## config.mk

```make
export PLATFORM = sky130hd
export DESIGN_NAME = dtei_top
export DESIGN_NICKNAME = d
export VERILOG_FILES = /design/src/dtei_pkg.sv /design/src/dtei_counter.sv /design/src/dtei_top.sv
export VERILOG_INCLUDE_DIRS = /design/src /design/src/src
export SDC_FILE = /design/constraint.sdc
export NUM_CORES = 1
export LEC_CHECK = 0
export ABC_CLOCK_PERIOD_IN_PS = 3550
export BUFFER_PORTS_ARGS = -buffer_cell sky130_fd_sc_hd__buf_2
export CAP_MARGIN = 10
export CORE_MARGIN = 1.5
export CORE_UTILIZATION = 51
export CTS_BUF_LIST = sky130_fd_sc_hd__clkbuf_16
export DETAILED_ROUTE_END_ITERATION = 16
export PLACE_DENSITY = 0.72
export SYNTH_ARGS = -nofsm -noshare
export SYNTH_HDL_FRONTEND = slang
export SYNTH_SLANG_ARGS = --single-unit
export TNS_END_PERCENT = 10
```

## constraint.sdc

```tcl
create_clock -name clk -period 3.55 [get_ports clk]
set_input_delay 0.71 -clock clk [delete_from_list [all_inputs] [get_ports clk]]
set_output_delay 0.71 -clock clk [all_outputs]
set_load 0.01 [all_outputs]
```

## src/dtei_cfg.svh

```systemverilog
`ifndef DTEI_CFG_SVH
`define DTEI_CFG_SVH

// counter and prescaler widths
`define DTEI_COUNT_W     32
`define DTEI_PRESCALE_W  8

// reset values of the per-timer configuration
`define DTEI_RELOAD_RST    32'h0000_0000
`define DTEI_PRESCALE_RST  8'h00
`define DTEI_ENABLE_RST    1'b0

// number of timer instances
`define DTEI_TIMERS      2

// bit positions inside the synchroniser vector
`define DTEI_BIT_EXT     0
`define DTEI_BIT_PRIV    1
`define DTEI_SYNC_BITS   2

`endif

```

## src/dtei_pkg.sv

```systemverilog
`include "dtei_cfg.svh"

package dtei_pkg;

  typedef enum logic [1:0] {
    MODE_INTERNAL,
    MODE_EXT_GATE,
    MODE_EXT_CLOCK
  } dtei_mode_e;

  typedef struct packed {
    logic                          enable;
    dtei_mode_e                    mode;
    logic [`DTEI_PRESCALE_W-1:0]   prescale;
    logic [`DTEI_COUNT_W-1:0]      reload;
  } dtei_cfg_s;

  typedef struct packed {
    logic      valid;
    logic      priv;
    logic      clearInt;
    dtei_cfg_s cfg;
  } dtei_wr_s;

endpackage

```

## src/dtei_counter.sv

```systemverilog
`timescale 1ns/1ps
`include "dtei_cfg.svh"

module dtei_counter
  import dtei_pkg::*;
#(
  parameter int COUNT_W = `DTEI_COUNT_W
) (
  // clock and reset
  input  wire logic               clk,
  input  wire logic               nrst,
  // control
  input  wire logic               load,
  input  wire logic [COUNT_W-1:0] loadValue,
  input  wire logic               tick,
  input  wire logic               clearInt,
  // status
  output logic      [COUNT_W-1:0] count,
  output logic                    interrupt
);

  logic [COUNT_W-1:0] reloadQ;
  logic [COUNT_W-1:0] countD;

  if (COUNT_W < 2) begin : gWidthCheck
    $error("dtei_counter: COUNT_W must be at least 2");
  end

  // a tick at zero restarts from the reload value, otherwise count down
  always_comb begin
    if (count == '0) begin
      countD = reloadQ;
    end else begin
      countD = count - COUNT_W'(1);
    end
  end

  always_ff @(posedge clk or negedge nrst) begin
    if (!nrst) begin
      reloadQ <= COUNT_W'(`DTEI_RELOAD_RST);
    end else if (load) begin
      reloadQ <= loadValue;
    end
  end

  always_ff @(posedge clk or negedge nrst) begin
    if (!nrst) begin
      count <= COUNT_W'(`DTEI_RELOAD_RST);
    end else if (load) begin
      count <= loadValue;
    end else if (tick) begin
      count <= countD;
    end
  end

  // set wins over clear so a terminal tick in a clearing cycle without a load is kept
  always_ff @(posedge clk or negedge nrst) begin
    if (!nrst) begin
      interrupt <= 1'b0;
    end else if (tick && !load && countD == '0) begin
      interrupt <= 1'b1;
    end else if (clearInt) begin
      interrupt <= 1'b0;
    end
  end

endmodule // dtei_counter

```

## src/dtei_top.sv

```systemverilog
// Function
// - each external input passes a two-stage synchroniser on the timer clock before use.
// - external clock mode drives the timer from detected edges, not the raw level.
// - with privileged-only tie-off set, unprivileged configuration writes are ignored once the tie-off has passed the synchroniser and filter.
// - two independent timers, each with its own one-bit interrupt output.
`timescale 1ns/1ps
`include "dtei_cfg.svh"

module dtei_top
  import dtei_pkg::*;
#(
  parameter int COUNT_W    = `DTEI_COUNT_W,
  parameter int PRESCALE_W = `DTEI_PRESCALE_W
) (
  // clock and reset
  input  wire logic               clk,
  input  wire logic               nrst,
  // timer a pins
  input  wire logic               timerAExternalInput,
  input  wire logic               timerAPrivilegedWriteOnly,
  output logic                    timerAInterrupt,
  // timer b pins
  input  wire logic               timerBExternalInput,
  input  wire logic               timerBPrivilegedWriteOnly,
  output logic                    timerBInterrupt,
  // timer a configuration write port
  input  wire dtei_wr_s           timerAWrite,
  output logic                    timerAWriteAccepted,
  output logic      [COUNT_W-1:0] timerACount,
  // timer b configuration write port
  input  wire dtei_wr_s           timerBWrite,
  output logic                    timerBWriteAccepted,
  output logic      [COUNT_W-1:0] timerBCount
);

  localparam int NT = `DTEI_TIMERS;
  localparam int NB = `DTEI_SYNC_BITS;

  if (COUNT_W != `DTEI_COUNT_W || PRESCALE_W != `DTEI_PRESCALE_W) begin : gWidthCheck
    $error("dtei_top: widths must match the configuration structure");
  end

  // per-timer views of the ports
  dtei_wr_s               wrReq     [NT];
  logic [NB-1:0]          pinRaw    [NT];
  logic                   wrAccept  [NT];
  logic                   intOut    [NT];
  logic [COUNT_W-1:0]     countOut  [NT];

  assign wrReq[0]  = timerAWrite;
  assign wrReq[1]  = timerBWrite;
  assign pinRaw[0] = {timerAPrivilegedWriteOnly, timerAExternalInput};
  assign pinRaw[1] = {timerBPrivilegedWriteOnly, timerBExternalInput};

  assign timerAWriteAccepted = wrAccept[0];
  assign timerBWriteAccepted = wrAccept[1];
  assign timerAInterrupt     = intOut[0];
  assign timerBInterrupt     = intOut[1];
  assign timerACount         = countOut[0];
  assign timerBCount         = countOut[1];

  for (genvar t = 0; t < NT; t++) begin : gTimer

    logic [NB-1:0]         syncMetaQ;
    logic [NB-1:0]         syncQ;
    logic [NB-1:0]         syncCheckQ;
    logic [NB-1:0]         stableQ;
    logic                  extRise;
    logic                  privOnly;
    logic                  extLevel;
    dtei_cfg_s             cfgQ;
    logic [PRESCALE_W-1:0] preCountQ;
    logic                  preTick;
    logic                  tick;
    logic                  accept;

    // two-stage synchroniser; the first stage feeds only the second
    always_ff @(posedge clk or negedge nrst) begin
      if (!nrst) begin
        syncMetaQ <= '0;
        syncQ     <= '0;
      end else begin
        syncMetaQ <= pinRaw[t];
        syncQ     <= syncMetaQ;
      end
    end

    // third stage: a change counts only once second and third stage agree
    always_ff @(posedge clk or negedge nrst) begin
      if (!nrst) begin
        syncCheckQ <= '0;
      end else begin
        syncCheckQ <= syncQ;
      end
    end

    always_ff @(posedge clk or negedge nrst) begin
      if (!nrst) begin
        stableQ <= '0;
      end else begin
        for (int b = 0; b < NB; b++) begin
          if (syncQ[b] == syncCheckQ[b]) begin
            stableQ[b] <= syncQ[b];
          end
        end
      end
    end

    // rising edge of the filtered external input, one cycle wide
    assign extRise  = syncQ[`DTEI_BIT_EXT] & syncCheckQ[`DTEI_BIT_EXT]
                      & ~stableQ[`DTEI_BIT_EXT];
    assign extLevel = stableQ[`DTEI_BIT_EXT];
    assign privOnly = stableQ[`DTEI_BIT_PRIV];

    // the tie-off is filtered too; it reads as open for the first few cycles after reset
    assign accept = wrReq[t].valid & (wrReq[t].priv | ~privOnly);
    assign wrAccept[t] = accept;

    always_ff @(posedge clk or negedge nrst) begin
      if (!nrst) begin
        cfgQ.enable   <= `DTEI_ENABLE_RST;
        cfgQ.mode     <= MODE_INTERNAL;
        cfgQ.prescale <= `DTEI_PRESCALE_RST;
        cfgQ.reload   <= `DTEI_RELOAD_RST;
      end else if (accept) begin
        cfgQ <= wrReq[t].cfg;
      end
    end

    // prescaler gives a one-cycle enable every prescale+1 clocks
    always_ff @(posedge clk or negedge nrst) begin
      if (!nrst) begin
        preCountQ <= '0;
      end else if (accept || !cfgQ.enable || preTick) begin
        preCountQ <= '0;
      end else begin
        preCountQ <= preCountQ + PRESCALE_W'(1);
      end
    end

    assign preTick = cfgQ.enable && (preCountQ == cfgQ.prescale);

    // external clock ignores the prescaler: edges are already slower than clk/2
    always_comb begin
      tick = 1'b0;
      if (cfgQ.enable) begin
        case (cfgQ.mode)
          MODE_INTERNAL:  tick = preTick;
          MODE_EXT_GATE:  tick = preTick & extLevel;
          MODE_EXT_CLOCK: tick = extRise;
          default:        tick = 1'b0;
        endcase
      end
    end

    dtei_counter #(
      .COUNT_W   (COUNT_W)
    ) uCounter (
      .clk       (clk),
      .nrst      (nrst),
      .load      (accept),
      .loadValue (wrReq[t].cfg.reload),
      .tick      (tick),
      .clearInt  (accept & wrReq[t].clearInt),
      .count     (countOut[t]),
      .interrupt (intOut[t])
    );

  end

endmodule // dtei_top

```

---- Yosys cells after proc, flatten, opt, wreduce, memory -nomap -nowiden ----
Cells that the tools add are included.
word-level totals
  word-level logic and storage cells ...... 94
  output and inout port bits .............. 68
  input bits .............................. 98
  register bits after elaboration ......... 184
cells by class
  mux-type cells .......................... 16
  reduce and logical (&&, ||, !) cells .... 24
  $add $sub $neg .......................... 4
  equal/unequal tests ..................... 10
  bitwise logic cells ..................... 16
operator list
  cell                     number
  $mux W32                 6
  $logic_not A32 Y1        4
  $sub A32 B1 Y32 const B  2
  $add A8 B1 Y8 const B    2
  $eq A8 B8 Y1             2
  $mux W8                  2
  $and A1 B1 Y1            10
  $reduce_bool A2 Y1       4
  $logic_and A1 B1 Y1      6
  $mux W1                  6
  $pmux W1 S3              2
  $eq A1 B1 Y1             4
  $eq A2 B1 Y1 const B     2
  $eq A2 B2 Y1 const B     2
  $logic_not A1 Y1         4
  $logic_not A2 Y1         2
  $logic_or A1 B1 Y1       4
  $not A1 Y1               4
  $or A1 B1 Y1             2

---- Logic depth before layout (Yosys ltp) ----
  depth in word-level cells ............... 8
  gate-level depth with buffers ........... 11
  depth with buffers taken out ............ 10

---- Modules after synthesis ----
A second synthesis with hierarchy kept.
second synthesis, totals
  cells, all modules ...................... 1122
  area, all modules ....................... 10339.9 µm²
by module, submodules not included
  module                             seq. area each (µm²)  instances  cells each  area each (µm²)
  dtei_counter (gTimer[1].uCounter)  1626.6                1          468         3992.6
  dtei_counter (gTimer[0].uCounter)  1626.6                1          474         3965.1
  dtei_top                           1351.3                1          180         2382.3

---- Least setup slack after synthesis ----
Ideal clock, no wire load.
  path type ............................... flip-flop to flip-flop
  start point ............................. register gTimer[0].uCounter.count[20]
  end point ............................... register gTimer[0].uCounter.interrupt
  period minus slack after synthesis ...... 3.238 ns
  arrival ................................. 3.142 ns
  path slack .............................. 0.312 ns
  library setup time ...................... 0.095 ns
  stages on the path, launching flop included .. 9
  required time ........................... 3.455 ns
  cells stage by stage .................... dfrtp_1 > buf_6 > or4_4 > or4_4 > or4_1 > buf_2 > o41a_1 > or4_1 > o31ai_1
between the ends
  longest elaborated chain between the ends .. 5
  elaborated cells on any way between the ends .. 7
ends and longest elaborated chain
  item                                                         RTL line                                RTL
  start: declaration                                           dtei_counter.sv:18                      output logic [COUNT_W-1:0] count,
  start signal: assignment                                     dtei_counter.sv:48                      count <= COUNT_W'(`DTEI_RELOAD_RST);
  start signal: assignment                                     dtei_counter.sv:50                      count <= loadValue;
  start signal: assignment                                     dtei_counter.sv:52                      count <= countD;
  $sub A32 B1 Y32 / $logic_not A32 Y1 (equally long branches)  dtei_counter.sv:34, dtei_counter.sv:31
  $mux W32 (*)                                                 dtei_counter.sv:31                      if (count == '0) begin
  $logic_not A32 Y1 (*)                                        dtei_counter.sv:60                      end else if (tick && !load && countD == '0) begin
  $logic_and A1 B1 Y1 (*)                                      dtei_counter.sv:60
  $mux W1 / $reduce_bool A2 Y1 (equally long branches)         -
  end signal: assignment                                       dtei_counter.sv:59                      interrupt <= 1'b0;
  end signal: assignment                                       dtei_counter.sv:61                      interrupt <= 1'b1;
  end signal: assignment                                       dtei_counter.sv:63                      interrupt <= 1'b0;
  end: declaration                                             dtei_counter.sv:19                      output logic interrupt
Mark *: on every way between the ends. The rest lies on a longest branch, timed or not.
A chain may end at the register's enable or synchronous reset.

---- Worst setup path after layout ----
  start point ............................. register gTimer[0].uCounter.count[22]
  end point ............................... register gTimer[0].uCounter.interrupt
Same word-level chain as after synthesis.

==> results.md <==
Logic synthesis:
- The number of nets handed over by synthesis was 1293.
- The synthesized netlist occupies a cell area of between 9000 and 10000 sq um.
- In this run the mean area of a mapped cell was 8.330 sq um.
- The synthesized design contains 184 register bits.
- The largest area contributor in the synthesized netlist is sky130_fd_sc_hd__dfrtp_1.
- Ranked by total cell area, the synthesized netlist is headed by sky130_fd_sc_hd__dfrtp_1, sky130_fd_sc_hd__nand2_1, sky130_fd_sc_hd__nor2_1.
- Among all cell types in the netlist, the one instantiated most often is sky130_fd_sc_hd__nand2_1.
- The count of warnings emitted by yosys is 0.
- The post-synthesis sequential area ratio is between 40% and 50%.
- In the synthesized netlist the async set-or-reset flop fraction comes to between 90% and 100%.
- Synthesis produced 1187 cells.
- The commonest cells after synthesis are sky130_fd_sc_hd__nand2_1, sky130_fd_sc_hd__dfrtp_1, sky130_fd_sc_hd__nor2_1, sky130_fd_sc_hd__o21ai_0, sky130_fd_sc_hd__a21oi_1.
- Yosys mapped a number of flops with a built-in enable equal to 0.
- The most used flip-flop cell after synthesis is sky130_fd_sc_hd__dfrtp_1.
- After synthesis, the netlist uses 64 different library cells.
- The proportion of netlist area held by the largest area contributor is 46.56%.

Finish:
- The number of fill cells in the layout is between 1500 and 2000.
- The number of nets in the layout is roughly 1500.
- Compared with the post-synthesis result, the final layout area differs by 19.39%.
- The post-route netlist has 19.78% of its cells at a drive strength greater than 1.
- The count of cells in the finished layout, fillers not included, comes to roughly 1600.

Die:
- The number of placement rows is 50.
- The placeable core region is approximately 19000 sq um.
- The total I/O pin count is approximately 170.
- The chip height is about 140 um.
- The width of the die is ~140 um.
- The die covers approximately 20000 sq um.
- The initial core utilization is 52.51%.

Place:
- The detailed placement HPWL is roughly 20 mm.
- The number of placed instances with taps included is approximately 1600.
- The placer congestion estimate is ~0.94.
- The pre-CTS setup slack is approximately 130 ps.
- The count of buffers added on input and output ports is 165.

Clocking:
- The clock net in this run drives a total of roughly 180 sinks.
- The number of levels the H-tree was split into is 4.
- Clock-pin slew was measured on the worst setup and hold paths at approximately 80 ps.
- CTS placed an instance of sky130_fd_sc_hd__clkbuf_16 at the clock tree root.
- TritonCTS built the clock tree.
- Clock tree synthesis inserted a total of 17 buffers.
- Once the clock tree was built, the setup fixing pass inserted 0 buffers.
- The largest buffer count on any clock path is 2.
- The clock latency of the later-clocked register in the worst-skew pair is 450 ps.

Routing:
- The detailed-route via count is around 9300.
- After detailed routing, the number of remaining DRC violations is 0.
- The via density per instance is around 5.7.
- Wire segments on met2 add up to around 13 mm in the final route.
- In the final routing, the length of wire on met1 measures between 10 and 15 mm.
- The average wire per cell in the routed design is around 17 um.
- The final layout contains routed wiring with a total length of ~28 mm.
- The highest layer touched by signal routing is met4.
- The detailed route wirelength on metal3 is ~1.8 mm.
- For this block, the initial DRC count from the detailed router was about 650.
- For this run, the detailed router's first-pass iteration total came to 5.
- The number of antenna-violating nets in the routed design is 0.

Power and ir drop:
- The power per cell area is 476.6 nW/um^2.
- The worst-case IR drop observed on VDD is around 0.32 mV.
- In this run the static leakage power is roughly 5.6 nW.
- Summing internal, switching and leakage power gives 5.627 mW.

Setup path:
- The largest stage delay on the critical path is approximately 690 ps.
- The data arrival time at the worst-slack endpoint is ~3800 ps.
- The critical path goes through or4_4 -> or4_4 -> or4_1 -> buf_4 -> buf_4 -> o41ai_1 -> o211ai_1 -> o31ai_1.
- The maximum fanout along the worst path is 28.
- STA puts the critical path data required time at about 4000 ps.
- The worst-path cell with the longest stage delay is sky130_fd_sc_hd__or4_1.
- The critical path in this run is classified as flop to flop.
- The critical path contains buffers and inverters numbering 2 combined.
- The kind of cell with the highest combined delay along the critical path is simple AND/OR/NAND/NOR gates.
- The sort of element at the end of the critical path is a flop.
- The worst setup path is launched from a flop.

Timing:
- The part of the cycle the worst path needs is 96.88%.
- The relative max-transition margin is a little under 40%.
- Setup violations remaining at the end of the flow were counted as 0.
- The count of endpoints failing hold in the final timing report is 0.
- Setup slack on the critical path of the routed design comes to 110.9 ps.
- The number of pins exceeding their max-slew limit in the final report was 0.
- Setup repair after global routing left no endpoint under its margin.
- The post-route setup TNS is 0 ps.
- Across the routed clock network, the largest skew measured is about 16 ps.
- At the pin with the least slew margin, the transition time is 900.1 ps.
- Subtracting the final worst setup slack from the clock period gives roughly 3400 ps.
- The maximum operating frequency is 290.8 MHz.

Global routing:
- The largest net degree at the start of global routing is just over 100.
- The total global routing track utilization is between 20% and 30%.
- The first global-routing pass estimated 45.15 mm of wire.
- The overall overflow remaining after global route is 0.
- The via count of the first global-routing pass is just under 9000.
- The number of antenna violations at the first check in global routing is 1.

Status:
- The flow ran to the end, and the final reports show no timing, DRC or antenna violations.

Job:
- The tool flagged a number of max-cap violations equal to 0.

Worst hold path:
- The worst hold path belongs to the class input port to async pin.
## sequential cells by signal (all words and copies together) (netlist names), 4 cells and up
| signal | cells |
|---|---|
| gTimer.uCounter.reloadQ | 64 |
| gTimer.cfgQ | 22 |
| gTimer.syncMetaQ | 4 |
| gTimer.syncQ | 4 |
| gTimer.uCounter.count | 64 |
| gTimer.stableQ | 4 |
| gTimer.preCountQ | 16 |
| gTimer.syncCheckQ | 4 |
## where the power goes
| part | leakage [nW] | internal [mW] | switching [mW] | total (mW) |
|---|---|---|---|---|
| Sequential | 2.26 | 2.34 | 0.281 | 2.62 |
| Clock | 0.283 | 0.941 | 0.944 | 1.89 |
| Combinational | 3.04 | 0.464 | 0.656 | 1.12 |
## repair_timing
item,CTS,global route
endpoints found under the hold margin,0,0
hold buffers,0,0
gates resized for setup,0,1
endpoints found under the setup margin,0,1
## cells in the final DEF (no fill, tap or decap), types with 4 or more instances in the layout
| master | instances |
|---|---|
| sky130_fd_sc_hd__o21ai_0 | 72 |
| sky130_fd_sc_hd__nand3_1 | 20 |
| sky130_fd_sc_hd__nor2b_1 | 4 |
| sky130_fd_sc_hd__and3_1 | 7 |
| sky130_fd_sc_hd__nor3b_1 | 5 |
| sky130_fd_sc_hd__o21a_1 | 5 |
| sky130_fd_sc_hd__a21oi_1 | 64 |
| sky130_fd_sc_hd__inv_1 | 21 |
| sky130_fd_sc_hd__o211ai_1 | 5 |
| sky130_fd_sc_hd__nand4_1 | 13 |
| sky130_fd_sc_hd__buf_2 | 164 |
| sky130_fd_sc_hd__xor2_1 | 29 |
| sky130_fd_sc_hd__nor3_1 | 32 |
| sky130_fd_sc_hd__nand2_1 | 321 |
| sky130_fd_sc_hd__o41ai_1 | 4 |
| sky130_fd_sc_hd__clkinv_8 | 4 |
| sky130_fd_sc_hd__inv_6 | 4 |
| sky130_fd_sc_hd__ha_1 | 8 |
| sky130_fd_sc_hd__mux2i_1 | 18 |
| sky130_fd_sc_hd__xnor2_1 | 37 |
| sky130_fd_sc_hd__o221ai_1 | 15 |
| sky130_fd_sc_hd__dfrtp_1 | 184 |
| sky130_fd_sc_hd__clkbuf_16 | 17 |
| sky130_fd_sc_hd__or4_1 | 14 |
| sky130_fd_sc_hd__nand4b_1 | 6 |
| sky130_fd_sc_hd__buf_4 | 49 |
| sky130_fd_sc_hd__o22ai_1 | 4 |
| sky130_fd_sc_hd__a31oi_1 | 10 |
| sky130_fd_sc_hd__nor4_1 | 25 |
| sky130_fd_sc_hd__or3_1 | 14 |
| sky130_fd_sc_hd__nor2_1 | 113 |
| sky130_fd_sc_hd__a211oi_1 | 5 |
| sky130_fd_sc_hd__o31ai_1 | 4 |
## cells by family (layout without fill, tap and decap cells)
logic type               count (synthesis)  after routing  synth area share [%]
AO/OA/AOI/OAI                          221            221                 13.77
XOR/XNOR                                66             66                 5.846
adder cells (fa/ha/maj)                 10             10                 1.215
buffers and inverters                   91            269                 3.581
flip-flops                             184            184                 46.56
multiplexers                            21             21                 2.164
other                                    0              1                     0
AND/OR/NAND/NOR                        594            594                 26.86
## layout make-up
cell class | instances | area (sq um) | area share [%]
multi-input combinational | 912 | 4981 | 42.19
sequential | 184 | 4604 | 39.00
antenna | 1 | 2.502 | 0.02120
clock inverter | 15 | 161.4 | 1.367
tap | 260 | 325.3 | 2.756
timing repair buffer | 215 | 1222 | 10.36
inverter | 22 | 82.58 | 0.6995
clock buffer | 17 | 425.4 | 3.604
## stage by stage
stage | hold slack (ps) | utilization (%) | area, sq um
2_1_floorplan | 331.2 | - | 9888
3_3_place_gp | 332.6 | 59.53 | 11210
4_1_cts | 353.2 | 62.64 | 11800
5_1_grt | 354.3 | 62.69 | 11810
3_5_place_dp | 334.7 | 59.53 | 11210
6_report | 336.9 | 62.69 | 11810
## metal layers
layer	track usage (%)	vias up
li1	-	4433
met1	40.44	4443
met2	45.26	325
met3	4.139	52
met4	10.53	0
met5	0	-
## worst reg2reg max path: cells and delay by family, from the launching register on
family | cells | cell delay, ps
compound gates | 3 | 730
buf+inv | 2 | 440
flops | 1 | 430
simple gates | 3 | 1760
## path summary, 6_finish.rpt
kind,from,end,slack (ps),cells after the start
max,gTimer[0].uCounter.count[22],gTimer[0].uCounter.interrupt,110,8
min,nrst,gTimer[1].uCounter.reloadQ[14],340,1
max reg2reg,gTimer[0].uCounter.count[22],gTimer[0].uCounter.interrupt,110,8
min reg2reg,gTimer[1].syncMetaQ[1],gTimer[1].syncQ[1],350,0
max in group asynchronous,nrst,gTimer[1].preCountQ[5],2390,2
min in group clk,gTimer[1].syncMetaQ[1],gTimer[1].syncQ[1],350,0
No activity file was read; power rests on OpenSTA's default activity.
